==> src/hcb_defs.vh <==
// Constants for the hub configuration byte decoder
`ifndef HCB_DEFS_VH
`define HCB_DEFS_VH
`define HCB_HDR_FULL        8'hd2
`define HCB_HDR_DEFAULT     8'hd0
`define HCB_IDX_FILTER      4'h7
`define HCB_IDX_PORTS       4'h8
`define HCB_IDX_BUDGET      4'h9
`define HCB_IDX_CTRL_CUR    4'ha
`define HCB_IDX_PGOOD       4'hb
`define HCB_IDX_MODE        4'hc
`define HCB_LAST_IDX        4'hc
`define HCB_DEF_FILTER      8'h88
`define HCB_DEF_PORTS       8'hff
`define HCB_DEF_BUDGET      8'h32
`define HCB_DEF_CTRL_CUR    8'h64
`define HCB_DEF_PGOOD       8'h32
`define HCB_DEF_MODE        8'h00
`define HCB_BIT_ACCEPT0     7
`define HCB_BIT_FULLSPD     5
`define HCB_BIT_IND_OFF     4
`define HCB_BIT_GANG        2
`define HCB_BIT_SINGLE_TT   1
`define HCB_BIT_NO_EOP      0
`define HCB_DESC_HUB        8'h29
`define HCB_DESC_ZERO       8'h00
`define HCB_MS_NS           1000000
`define HCB_CLK_NS          4
`endif

==> src/hcb_image_mem.v <==
// Small image store for the thirteen configuration bytes
`timescale 1ns/100ps
`default_nettype none
module hcb_image_mem #(
  parameter DEPTH = 16,
  parameter AW    = 4
) (
  // Clock
  input  wire          clk_i,
  input  wire          ce_i,
  // Write side
  input  wire          we_i,
  input  wire [AW-1:0] waddr_i,
  input  wire [7:0]    wdata_i,
  // Read side
  input  wire [AW-1:0] raddr_i,
  output reg  [7:0]    rdata_o
);
  reg [7:0] mem_reg [0:DEPTH-1];

  // Registered read; no reset on the array to keep it a plain RAM
  always @(posedge clk_i) begin
    if (ce_i) begin
      if (we_i) begin
        mem_reg[waddr_i] <= wdata_i;
      end
      rdata_o <= mem_reg[raddr_i];
    end
  end
endmodule
`default_nettype wire

==> src/hcb_oc_filter.v <==
// Per-port overcurrent persistence filter, counted in milliseconds
`timescale 1ns/100ps
`default_nettype none
module hcb_oc_filter #(
  parameter MS_CYC = 250000
) (
  // Clock and reset
  input  wire       clk_i,
  input  wire       nrst_i,
  input  wire       ce_i,
  // Filter control
  input  wire       tick_i,
  input  wire [3:0] limit_ms_i,
  input  wire       oc_sync_i,
  // Result
  output reg        oc_o
);
  reg [4:0] ms_reg;

  // Shared tick may land just after onset, so one extra tick is counted
  // to guarantee the full limit; any drop restarts
  always @(posedge clk_i or negedge nrst_i) begin
    if (!nrst_i) begin
      ms_reg <= 5'h00;
      oc_o   <= 1'b0;
    end else if (ce_i) begin
      if (!oc_sync_i) begin
        ms_reg <= 5'h00;
        oc_o   <= 1'b0;
      end else if ((limit_ms_i == 4'h0) || (ms_reg > {1'b0, limit_ms_i})) begin
        oc_o <= 1'b1;
      end else if (tick_i) begin
        ms_reg <= ms_reg + 5'h01;
      end
    end
  end
endmodule
`default_nettype wire

==> src/hcb_decoder.v <==
// Hub configuration image decoder and setting outputs
`timescale 1ns/100ps
`default_nettype none
`include "hcb_defs.vh"
module hcb_decoder #(
  parameter NPORT  = 4,
  parameter MS_CYC = `HCB_MS_NS / `HCB_CLK_NS
) (
  // Clock and reset
  input  wire             clk_i,
  input  wire             nrst_i,
  input  wire             ce_i,
  // Image byte stream from the memory reader (link clock domain)
  input  wire             byte_clk_i,
  input  wire             byte_valid_i,
  input  wire [7:0]       byte_data_i,
  input  wire             image_end_i,
  // Overcurrent and port state pins
  input  wire [NPORT-1:0] oc_pin_i,
  input  wire [NPORT-1:0] port_enabled_i,
  // Hub descriptor request check
  input  wire             desc_req_i,
  input  wire [7:0]       desc_type_i,
  // Load status
  output reg              load_done_o,
  output reg              full_load_o,
  output reg              enum_ready_o,
  // Identifiers
  output reg  [15:0]      vendor_identifier_o,
  output reg  [15:0]      product_identifier_o,
  output reg  [15:0]      device_release_identifier_o,
  // Decoded settings
  output reg  [3:0]       enabled_port_oc_filter_ms_o,
  output reg  [3:0]       disabled_port_oc_filter_ms_o,
  output reg  [3:0]       usable_port_mask_o,
  output reg  [3:0]       detachable_port_mask_o,
  output reg  [2:0]       port_count_o,
  output reg  [7:0]       upstream_current_budget_o,
  output reg  [7:0]       controller_current_draw_o,
  output reg  [7:0]       power_good_delay_o,
  output reg  [15:0]      hub_characteristics_o,
  output reg              accept_zero_desc_type_o,
  output reg              force_full_speed_o,
  output reg              indicators_off_o,
  output reg              shared_power_switching_o,
  output reg              shared_translator_mode_o,
  output reg              suppress_frame_end_eop_o,
  // Request outcome and filtered faults
  output reg              desc_stall_o,
  output reg              desc_accept_o,
  output reg  [NPORT-1:0] oc_filtered_o
);
  localparam ST_IDLE  = 2'd0;
  localparam ST_READ  = 2'd1;
  localparam ST_APPLY = 2'd2;
  localparam ST_DONE  = 2'd3;
  // Default bytes, split into nibbles at reset
  localparam [7:0] DEF_FILTER_B = `HCB_DEF_FILTER;
  localparam [7:0] DEF_PORTS_B  = `HCB_DEF_PORTS;

  // Two-stage synchronisers for link clock, data strobe and pins
  reg [1:0]       bclk_sync_reg;
  reg [1:0]       bval_sync_reg;
  reg [1:0]       bend_sync_reg;
  reg [7:0]       bdat_s1_reg;
  reg [7:0]       bdat_s2_reg;
  reg             bclk_prev_reg;
  reg [NPORT-1:0] oc_s1_reg;
  reg [NPORT-1:0] oc_s2_reg;
  reg [NPORT-1:0] en_s1_reg;
  reg [NPORT-1:0] en_s2_reg;

  always @(posedge clk_i or negedge nrst_i) begin
    if (!nrst_i) begin
      bclk_sync_reg <= 2'b00;
      bval_sync_reg <= 2'b00;
      bend_sync_reg <= 2'b00;
      bdat_s1_reg   <= 8'h00;
      bdat_s2_reg   <= 8'h00;
      bclk_prev_reg <= 1'b0;
      oc_s1_reg     <= {NPORT{1'b0}};
      oc_s2_reg     <= {NPORT{1'b0}};
      en_s1_reg     <= {NPORT{1'b0}};
      en_s2_reg     <= {NPORT{1'b0}};
    end else if (ce_i) begin
      bclk_sync_reg <= {bclk_sync_reg[0], byte_clk_i};
      bval_sync_reg <= {bval_sync_reg[0], byte_valid_i};
      bend_sync_reg <= {bend_sync_reg[0], image_end_i};
      bdat_s1_reg   <= byte_data_i;
      bdat_s2_reg   <= bdat_s1_reg;
      bclk_prev_reg <= bclk_sync_reg[1];
      oc_s1_reg     <= oc_pin_i;
      oc_s2_reg     <= oc_s1_reg;
      en_s1_reg     <= port_enabled_i;
      en_s2_reg     <= en_s1_reg;
    end
  end

  // Byte taken on the link clock rising edge; data is stable by then
  wire byte_take = bclk_sync_reg[1] & ~bclk_prev_reg & bval_sync_reg[1];

  // Loader state
  reg  [1:0] state_reg;
  reg  [1:0] state_next;
  reg  [3:0] wr_idx_reg;
  reg  [3:0] rd_idx_reg;
  reg        hdr_full_reg;
  reg        apply_vld_reg;
  reg  [7:0] id_lo_reg;
  wire [7:0] mem_rdata;
  wire       mem_we = (state_reg == ST_READ) & byte_take & (wr_idx_reg <= `HCB_LAST_IDX);

  hcb_image_mem #(
    .DEPTH (16),
    .AW    (4)
  ) u_mem (
    .clk_i   (clk_i),
    .ce_i    (ce_i),
    .we_i    (mem_we),
    .waddr_i (wr_idx_reg),
    .wdata_i (bdat_s2_reg),
    .raddr_i (rd_idx_reg),
    .rdata_o (mem_rdata)
  );

  // Next state of the load sequence
  always @* begin
    state_next = state_reg;
    case (state_reg)
      ST_IDLE:  state_next = ST_READ;
      ST_READ: begin
        if (bend_sync_reg[1]) begin
          state_next = ST_APPLY;
        end
      end
      ST_APPLY: begin
        if (!hdr_full_reg || (rd_idx_reg > `HCB_LAST_IDX)) begin
          state_next = ST_DONE;
        end
      end
      ST_DONE:  state_next = ST_DONE;
      default:  state_next = ST_IDLE;
    endcase
  end

  // Byte capture, header decode and settings apply
  always @(posedge clk_i or negedge nrst_i) begin
    if (!nrst_i) begin
      state_reg                    <= ST_IDLE;
      wr_idx_reg                   <= 4'h0;
      rd_idx_reg                   <= `HCB_IDX_FILTER;
      hdr_full_reg                 <= 1'b0;
      apply_vld_reg                <= 1'b0;
      id_lo_reg                    <= 8'h00;
      load_done_o                  <= 1'b0;
      full_load_o                  <= 1'b0;
      enum_ready_o                 <= 1'b0;
      vendor_identifier_o          <= 16'h0000;
      product_identifier_o         <= 16'h0000;
      device_release_identifier_o  <= 16'h0000;
      enabled_port_oc_filter_ms_o  <= DEF_FILTER_B[7:4];
      disabled_port_oc_filter_ms_o <= DEF_FILTER_B[3:0];
      usable_port_mask_o           <= DEF_PORTS_B[7:4];
      detachable_port_mask_o       <= DEF_PORTS_B[3:0];
      upstream_current_budget_o    <= `HCB_DEF_BUDGET;
      controller_current_draw_o    <= `HCB_DEF_CTRL_CUR;
      power_good_delay_o           <= `HCB_DEF_PGOOD;
      accept_zero_desc_type_o      <= 1'b0;
      force_full_speed_o           <= 1'b0;
      indicators_off_o             <= 1'b0;
      shared_power_switching_o     <= 1'b0;
      shared_translator_mode_o     <= 1'b0;
      suppress_frame_end_eop_o     <= 1'b0;
    end else if (ce_i) begin
      state_reg <= state_next;
      // Raw bytes 0-6 decoded on the fly; 7-12 parked in the store
      if (state_reg == ST_READ && byte_take) begin
        if (wr_idx_reg != 4'hf) begin
          wr_idx_reg <= wr_idx_reg + 4'h1;
        end
        case (wr_idx_reg)
          4'h0: hdr_full_reg <= (bdat_s2_reg == `HCB_HDR_FULL);
          4'h1: id_lo_reg <= bdat_s2_reg;
          4'h2: vendor_identifier_o <= {bdat_s2_reg, id_lo_reg};
          4'h3: id_lo_reg <= bdat_s2_reg;
          4'h4: product_identifier_o <= {bdat_s2_reg, id_lo_reg};
          4'h5: id_lo_reg <= bdat_s2_reg;
          4'h6: device_release_identifier_o <= {bdat_s2_reg, id_lo_reg};
          default: id_lo_reg <= id_lo_reg;
        endcase
      end
      // Store read has one cycle of latency, hence the valid flag
      if (state_reg == ST_APPLY && hdr_full_reg) begin
        rd_idx_reg    <= rd_idx_reg + 4'h1;
        apply_vld_reg <= 1'b1;
      end else begin
        apply_vld_reg <= 1'b0;
      end
      if (apply_vld_reg) begin
        case (rd_idx_reg - 4'h1)
          `HCB_IDX_FILTER: begin
            enabled_port_oc_filter_ms_o  <= mem_rdata[7:4];
            disabled_port_oc_filter_ms_o <= mem_rdata[3:0];
          end
          `HCB_IDX_PORTS: begin
            usable_port_mask_o     <= mem_rdata[7:4];
            detachable_port_mask_o <= mem_rdata[3:0];
          end
          `HCB_IDX_BUDGET:   upstream_current_budget_o <= mem_rdata;
          `HCB_IDX_CTRL_CUR: controller_current_draw_o <= mem_rdata;
          `HCB_IDX_PGOOD:    power_good_delay_o        <= mem_rdata;
          `HCB_IDX_MODE: begin
            // Bits 6 and 3 deliberately unused
            accept_zero_desc_type_o  <= mem_rdata[`HCB_BIT_ACCEPT0];
            force_full_speed_o       <= mem_rdata[`HCB_BIT_FULLSPD];
            indicators_off_o         <= mem_rdata[`HCB_BIT_IND_OFF];
            shared_power_switching_o <= mem_rdata[`HCB_BIT_GANG];
            shared_translator_mode_o <= mem_rdata[`HCB_BIT_SINGLE_TT];
            suppress_frame_end_eop_o <= mem_rdata[`HCB_BIT_NO_EOP];
          end
          default: apply_vld_reg <= 1'b0;
        endcase
      end
      // Default load keeps reset defaults for the bytes 7-12 settings; identifiers still come from bytes 1-6
      if (state_reg == ST_APPLY && state_next == ST_DONE) begin
        load_done_o  <= 1'b1;
        full_load_o  <= hdr_full_reg;
      end
      enum_ready_o <= load_done_o;
    end
  end

  // Port count from the usable mask
  function [2:0] hcb_popcount;
    input [3:0] m;
    begin
      hcb_popcount = {2'b00, m[0]} + {2'b00, m[1]} + {2'b00, m[2]} + {2'b00, m[3]};
    end
  endfunction

  // Descriptor fields: b4:b3 overcurrent, b1:b0 switching, b7 indicators
  always @(posedge clk_i or negedge nrst_i) begin
    if (!nrst_i) begin
      port_count_o          <= 3'h4;
      hub_characteristics_o <= 16'h0089;
    end else if (ce_i) begin
      port_count_o <= hcb_popcount(usable_port_mask_o);
      hub_characteristics_o <= {8'h00, ~indicators_off_o, 2'b00,
        shared_power_switching_o ? 2'b00 : 2'b01, 1'b0,
        shared_power_switching_o ? 2'b00 : 2'b01};
    end
  end

  // Hub descriptor type check; answered only once loading is done
  always @(posedge clk_i or negedge nrst_i) begin
    if (!nrst_i) begin
      desc_stall_o  <= 1'b0;
      desc_accept_o <= 1'b0;
    end else if (ce_i) begin
      desc_stall_o  <= 1'b0;
      desc_accept_o <= 1'b0;
      if (desc_req_i && enum_ready_o) begin
        if (desc_type_i == `HCB_DESC_HUB ||
            (desc_type_i == `HCB_DESC_ZERO && accept_zero_desc_type_o)) begin
          desc_accept_o <= 1'b1;
        end else begin
          desc_stall_o <= 1'b1;
        end
      end
    end
  end

  // Shared millisecond tick for all port filters
  reg [31:0] ms_cnt_reg;
  reg        ms_tick_reg;
  always @(posedge clk_i or negedge nrst_i) begin
    if (!nrst_i) begin
      ms_cnt_reg  <= 32'h0;
      ms_tick_reg <= 1'b0;
    end else if (ce_i) begin
      ms_tick_reg <= (ms_cnt_reg == MS_CYC - 1);
      ms_cnt_reg  <= (ms_cnt_reg == MS_CYC - 1) ? 32'h0 : ms_cnt_reg + 32'h1;
    end
  end

  // One filter per port, limit picked by port enable state
  genvar p;
  generate
    for (p = 0; p < NPORT; p = p + 1) begin : g_oc
      wire oc_q;
      hcb_oc_filter #(
        .MS_CYC (MS_CYC)
      ) u_filt (
        .clk_i      (clk_i),
        .nrst_i     (nrst_i),
        .ce_i       (ce_i),
        .tick_i     (ms_tick_reg),
        .limit_ms_i (en_s2_reg[p] ? enabled_port_oc_filter_ms_o :
                     disabled_port_oc_filter_ms_o),
        .oc_sync_i  (oc_s2_reg[p]),
        .oc_o       (oc_q)
      );
      always @(posedge clk_i or negedge nrst_i) begin
        if (!nrst_i) begin
          oc_filtered_o[p] <= 1'b0;
        end else if (ce_i) begin
          oc_filtered_o[p] <= oc_q;
        end
      end
    end
  endgenerate
endmodule
`default_nettype wire

==> config.mk <==
export PLATFORM = sky130hd
export DESIGN_NAME = hcb_decoder
export DESIGN_NICKNAME = d
export VERILOG_FILES = /design/src/hcb_image_mem.v /design/src/hcb_oc_filter.v /design/src/hcb_decoder.v
export VERILOG_INCLUDE_DIRS = /design/src
export SDC_FILE = /design/constraint.sdc
export NUM_CORES = 1
export LEC_CHECK = 0
export BUFFER_PORTS_ARGS = -buffer_cell sky130_fd_sc_hd__buf_2
export CORE_ASPECT_RATIO = 0.7
export CORE_UTILIZATION = 45
export CTS_CLUSTER_DIAMETER = 150
export DETAILED_ROUTE_END_ITERATION = 12
export GPL_TIMING_DRIVEN = 0
export PLACE_DENSITY = 0.7
export SYNTH_ARGS = -nofsm -noshare
export SYNTH_HDL_FRONTEND = slang
export SYNTH_SLANG_ARGS = --single-unit
==> constraint.sdc <==
create_clock -name clk_i -period 5 [get_ports clk_i]
set_clock_uncertainty 0.2 [all_clocks]
set_input_delay 0.5 -clock clk_i [delete_from_list [all_inputs] [get_ports clk_i]]
set_output_delay 0.5 -clock clk_i [all_outputs]
set_load 0.01 [all_outputs]
After elaboration in Yosys (flattened, before gate mapping) --
Memory sizes are Yosys's and may differ from the RTL's. A register that Yosys moved wholly into a read port is not among the register bits. Index checks and enable logic that the tools add are counted.
Cells by class: bitwise gates (word level) 6, equality and inequality tests 32, order comparisons 6, reduce and logical (&&, ||, !) cells 43, $add $sub $neg 11, muxes and demuxes 39
Operators by type and width (count):
- 5-bit two-way mux | 12
- 3-bit AND reduction | 16
- 32-bit by 1-bit adder with 32-bit output (second input constant) | 1
- 32-bit by 18-bit equality test with 1-bit output (second input constant) | 1
- 32-bit two-way mux | 1
- 5-bit by 1-bit adder with 5-bit output (second input constant) | 4
- 4-bit equality test (second input constant) | 5
- 5-bit by 4-bit > comparator with 1-bit output | 4
- 4-bit logical NOT | 5
- 1-bit two-way mux | 19
- 4-bit by 3-bit equality test with 1-bit output (second input constant) | 4
- 4-bit two-way mux | 4
- 2-bit by 1-bit inequality test with 1-bit output (second input constant) | 8
- 2-bit AND reduction | 6
- 4-bit by 1-bit adder with 4-bit output (second input constant) | 2
- 4-bit by 2-bit equality test with 1-bit output (second input constant) | 2
- 8-bit by 6-bit equality test with 1-bit output (second input constant) | 1
- 8-bit equality test (second input constant) | 1
- 8-bit logical NOT | 1
- 2-bit inequality test (second input constant) | 4
- 2-bit one-hot mux with 4 select lines | 1
- 2-bit equality test (second input constant) | 3
- 1-bit logical OR | 6
- 6-bit OR reduction | 1
- 16 further kinds | 25
Storage, ports and cells: bits in writable memories 128, memories 1, word-level logic and storage cells 191, output and inout port bits 122, bits of input ports 31, register bits 227
Memories:
- u_mem.mem_reg | words 16, width 8, read ports 1, clocked after Yosys merged registers in 1, write ports 1, RTL line hcb_image_mem.v:19 | reg [7:0] mem_reg [0:DEPTH-1];

Logic depth before layout (Yosys ltp) --
word-level depth 8, mapped depth 10, gate-level depth less buffers 7

By module --
From an unflattened synthesis, not the netlist that was laid out.
Unflattened totals: cells, all modules 1054, area, all modules 15653.8 um^2
Modules (own cells, without submodules):
- hcb_decoder | cells each 632, area each 8699.6 um^2, instances 1, sequential area each 5036.1 um^2
- hcb_image_mem | cells each 230, area each 5232.5 um^2, instances 1, sequential area each 4083.9 um^2
- hcb_oc_filter | cells each 48, area each 430.4 um^2, instances 4, sequential area each 150.1 um^2

Worst setup path after synthesis --
No wires, ideal clock.
path kind register -> register, start register rd_idx_reg[0], end register controller_current_draw_o[0], stages on the path, launching flop included 11, required time 4.675 ns, clock period less this slack 3.093 ns, library setup time 0.125 ns, path slack 1.907 ns, arrival 2.768 ns, buffers on the path 3, cells stage by stage dfstp_2 -> buf_2 -> buf_2 -> buf_2 -> inv_1 -> ha_1 -> o21bai_1 -> o21ai_0 -> a22oi_1 -> nor2_2 -> mux2_2
On the way: cells in the longest elaborated chain, start to end 3
Ends and longest elaborated chain:
- start: declaration | RTL line hcb_decoder.v:106 | reg [3:0] rd_idx_reg;
- start signal: assignment | RTL line hcb_decoder.v:151 | rd_idx_reg <= `HCB_IDX_FILTER;
- start signal: assignment | RTL line hcb_decoder.v:194 | rd_idx_reg <= rd_idx_reg + 4'h1;
- 4-bit by 1-bit subtractor with 4-bit output | RTL line hcb_decoder.v:200 | case (rd_idx_reg - 4'h1)
- 4-bit equality test | RTL line hcb_decoder.v:200
- 3-bit AND reduction (no source line)
- end signal: assignment | RTL line hcb_decoder.v:166 | controller_current_draw_o <= `HCB_DEF_CTRL_CUR;
- end signal: assignment | RTL line hcb_decoder.v:210 | `HCB_IDX_CTRL_CUR: controller_current_draw_o <= mem_rdata;
- end: declaration | RTL line hcb_decoder.v:39 | output reg [7:0] controller_current_draw_o,
Every way passes these cells. A chain may end at the register's enable or synchronous reset.

Final worst setup path --
start register rd_idx_reg[0], end register power_good_delay_o[6]
On the way: cells in the longest elaborated chain, start to end 3
Ends and longest elaborated chain:
- 4-bit by 1-bit subtractor with 4-bit output | RTL line hcb_decoder.v:200
- 4-bit equality test | RTL line hcb_decoder.v:200
- 3-bit AND reduction (no source line)
- end signal: assignment | RTL line hcb_decoder.v:167 | power_good_delay_o <= `HCB_DEF_PGOOD;
- end signal: assignment | RTL line hcb_decoder.v:211 | `HCB_IDX_PGOOD: power_good_delay_o <= mem_rdata;
- end: declaration | RTL line hcb_decoder.v:40 | output reg [7:0] power_good_delay_o,
Every way passes these cells.

==> impl_results.md <==
* Status: finished clean
* CP most frequent cell: buf_2
* Hold crit path type: input port to register
* First-pass GRT wire length at 54,630 microns
* Placed insts at ~1,600
* Max cap viols at 0
* DRT iter0 DRCs at 686
* Via count at around 9,500
* Largest net degree at the start of global routing at 120
* Num CTS Buffers at 37
* Post-route clock period utilization at 75.31%
* Initial antenna violation count at 0
* Pwr dens at around 350 nW/um^2
* Post-synth EDFFs at 136
* Nets at 1,334
* Post-synthesis mux area share at roughly 17%
* Mapped Area at about 15,000 sq um
* Setup crit end kind: register
* Simple-gate share of the synthesized area at under 10%
* DIE HEIGHT at approximately 160 microns
* Main synth FF type: dfrtp_1
* Post-CTS sizing at 0
* Initial core utilization at 45.78%
* Fmax at between 200 and 300 MHz
* Yosys cell types at 58
* Critical Path AT at approximately 4.0 ns
* H-tree Lvls at 2
* Wire length per cell at 19.99 microns
* Routability cong. at 0.8070
* Startpoint Class: register
* I/O Buffers at 139
* Ant. Diodes at 0
* Relative slew margins at between 10% and 20%
* Xor and xnor area share after synthesis at 1.938%
* Clock-pin slew on the worst setup and hold paths at ~0.060 ns
* Syn-to-layout area delta at 17.56%
* Final Max Tran Viols at 0
* Slowest stage delay, CP at around 0.56 ns
* Final setup viols at 0
* Die ar. at roughly 35,000 sq um
* Crit Path Category: register to register
* Synth Area in Adders at roughly 2.8%
* Vias per Instance at around 5.5
* Worst vdd ir at roughly 200 uV
* Final cell count without fillers at ~1,700
* Clk_lat worst skew at 0.54 ns
* Cell Chain, Critical Path: buf_2 > buf_2 > buf_2 > inv_1 > ha_1 > o21bai_1 > o21ai_0 > a22oi_1 > nor2_2 > mux2_2
* Site Rows at 56
* Synth warn at 0
* Post-layout minimum cycle time at 3.765 ns
* Post-synth ARST share at 62.22%
* # fillers at 2,727
* Util after Layout at approximately 54%
* GRT Util Overall at around 20%
* Die span in x at approximately 220 microns
* Residual DRC at 0
* WL final at 34,620 microns
* Mean Syn Cell Area at about 14 sq um
* CTS sink count at 360
* CORE AREA at ~34,000 sq um
* Critical Path Fanout Max at 10
* Vias in the first global route at 9,407
* Maximum clock insertion buffer count at 3
* Worst-Margin Slew at about 1.2 ns
* Synthesized instance count at 1,062
* LEAKAGE at between 8 and 9 nW
* Drt pass-1 iters at 7
* Max reg flops at 128
* Flops & latches, synth at 360
* Final hold violation count at 0
* Clock Root Buffer: clkbuf_16
* Sequential fraction of the synthesis area at between 60% and 70%
* Share of cells above drive strength 1 at between 30 and 40%
* DRT antenna net count at 0
* HPWL Detailed at 23,200 microns
* Largest family of logic cells by synthesized area: multiplexers
* # IOs at around 150
* RSZ-0062 raised after global routing: false
* CP Data Required Time at around 5.2 ns
* Total gr overflow at 0
* Slowest cell on crit path: dfstp_2
* TritonCTS clock tree: yes
* Compound-gate portion of the synthesized area at 4.739%
==> layout by cell type (no fill, tap or decap), drive strengths merged, types with 26 or more instances in the layout <==
| cell | synthesis | routed |
|---|---|---|
| buf | 29 | 169 |
| clkbuf | 21 | 74 |
| dfrtp | 199 | 199 |
| edfxtp | 136 | 136 |
| ha | 33 | 33 |
| inv | 26 | 28 |
| mux2 | 152 | 152 |
| mux2i | 44 | 44 |
| nand2 | 61 | 61 |
| nand3 | 32 | 32 |
| nor2 | 41 | 41 |
| o21ai | 26 | 26 |
==> critical path, delay by kind of cell, from the launching register on <==
kind                       cells  cell delay [ns]
buffers and inverters          4             1.14
AOI/OAI and AO/OA              3             0.57
DFF                            1             0.56
and+or+nand+nor                1             0.46
muxes                          1             0.39
adders and majority gates      1             0.29
==> cells in the mapped netlist (all sizes together), types with 7 or more instances <==
master    n  share of area (%)
and3     21               0.86
nor2     41                1.1
inv      26               0.64
mux2    152                 11
xor2     12               0.68
a22oi     8               0.39
nand4    16               0.65
nor2b     7               0.29
nor3     13               0.46
xnor2    22                1.3
dfrtp   199                 32
mux4     19                2.8
clkbuf   21               0.51
dfstp    25                4.3
nand3    32                1.0
edfxtp  136                 27
buf      29                1.2
ha       33                2.7
a211oi   14               0.68
a21oi    14               0.46
o21ai    26               0.85
mux2i    44                2.9
nand2    61                1.5
a221oi   14               0.80
==> area by class of cell <==
cell class | count | area [sq um] | share of cell area, %
Buffer | 50 | 262.8 | 1.455
Clock buffer | 52 | 1012 | 5.604
Clock inverter | 15 | 200.2 | 1.108
Inverter | 26 | 97.59 | 0.5403
Multi-Input combinational cell | 638 | 5334 | 29.53
Sequential cell | 360 | 9721 | 53.82
Tap cell | 435 | 544.3 | 3.013
Timing Repair Buffer | 156 | 890.9 | 4.932
==> worst paths after layout <==
path / start / end / slack, ns / depth (start not counted)
setup / recovery: rd_idx_reg[0]$_DFFE_PN1P_ / power_good_delay_o[6]$_DFFE_PN0P_ / 1.23 / 10
hold / removal: oc_pin_i[3] / oc_s1_reg[3]$_DFFE_PN0P_ / 0.03 / 2
setup reg to reg: rd_idx_reg[0]$_DFFE_PN1P_ / power_good_delay_o[6]$_DFFE_PN0P_ / 1.23 / 10
hold reg to reg: shared_power_switching_o$_DFFE_PN0P_ / hub_characteristics_o[3]$_DFFE_PN1P_ / 0.24 / 1
max in group asynchronous: nrst_i / g_oc[3].u_filt.ms_reg[0]$_DFFE_PN0P_ / 3.15 / 3
min in group asynchronous: nrst_i / upstream_current_budget_o[0]$_DFFE_PN0P_ / 0.37 / 2
==> what timing repair did <==
action,4_1_cts,5_1_grt
hold buffers,15,0
endpoints found under the hold margin,109,0
setup buffers,0,0
==> logic make-up after synthesis <==
group / count (synthesis)
mux: 215
other cells: 1
xor+xnor: 34
simple gates: 236
buf+inv: 76
compound gates: 106
fa+ha+maj: 34
flops: 360
==> stage by stage <==
stage / power (mW) / hold WS, ns / worst slack (ns) / setup TNS, ns / cell area (sq um)
2_1_floorplan: 3.496 / 0.004409 / 1.907 / 0 / 15410
3_3_place_gp: 3.650 / 0.2196 / -0.7864 / -150.52 / 16650
3_5_place_dp: 3.664 / 0.2287 / 1.243 / 0 / 16690
4_1_cts: 6.457 / 0.001359 / 1.230 / 0 / 18050
5_1_grt: 6.621 / 0.02105 / 1.045 / 0 / 18060
6_report: 6.384 / 0.02609 / 1.235 / 0 / 18060
==> power by group <==
group | switching, mW | internal [mW] | total [mW] | leakage (nW)
Sequential | 0.141 | 3.19 | 3.33 | 4.13
Combinational | 0.152 | 0.135 | 0.287 | 3.48
Clock | 1.14 | 1.63 | 2.77 | 0.589
Total | 1.43 | 4.95 | 6.38 | 8.20
==> routing by layer <==
metal	track usage, %	up-vias	share of wire (%)
met5	0	-	0
met4	4.926	0	1.7
met3	4.243	54	6.8
met2	29.43	296	43
met1	31.34	4819	49
li1	-	4356	-
No activity file was read; power rests on OpenSTA's default activity.
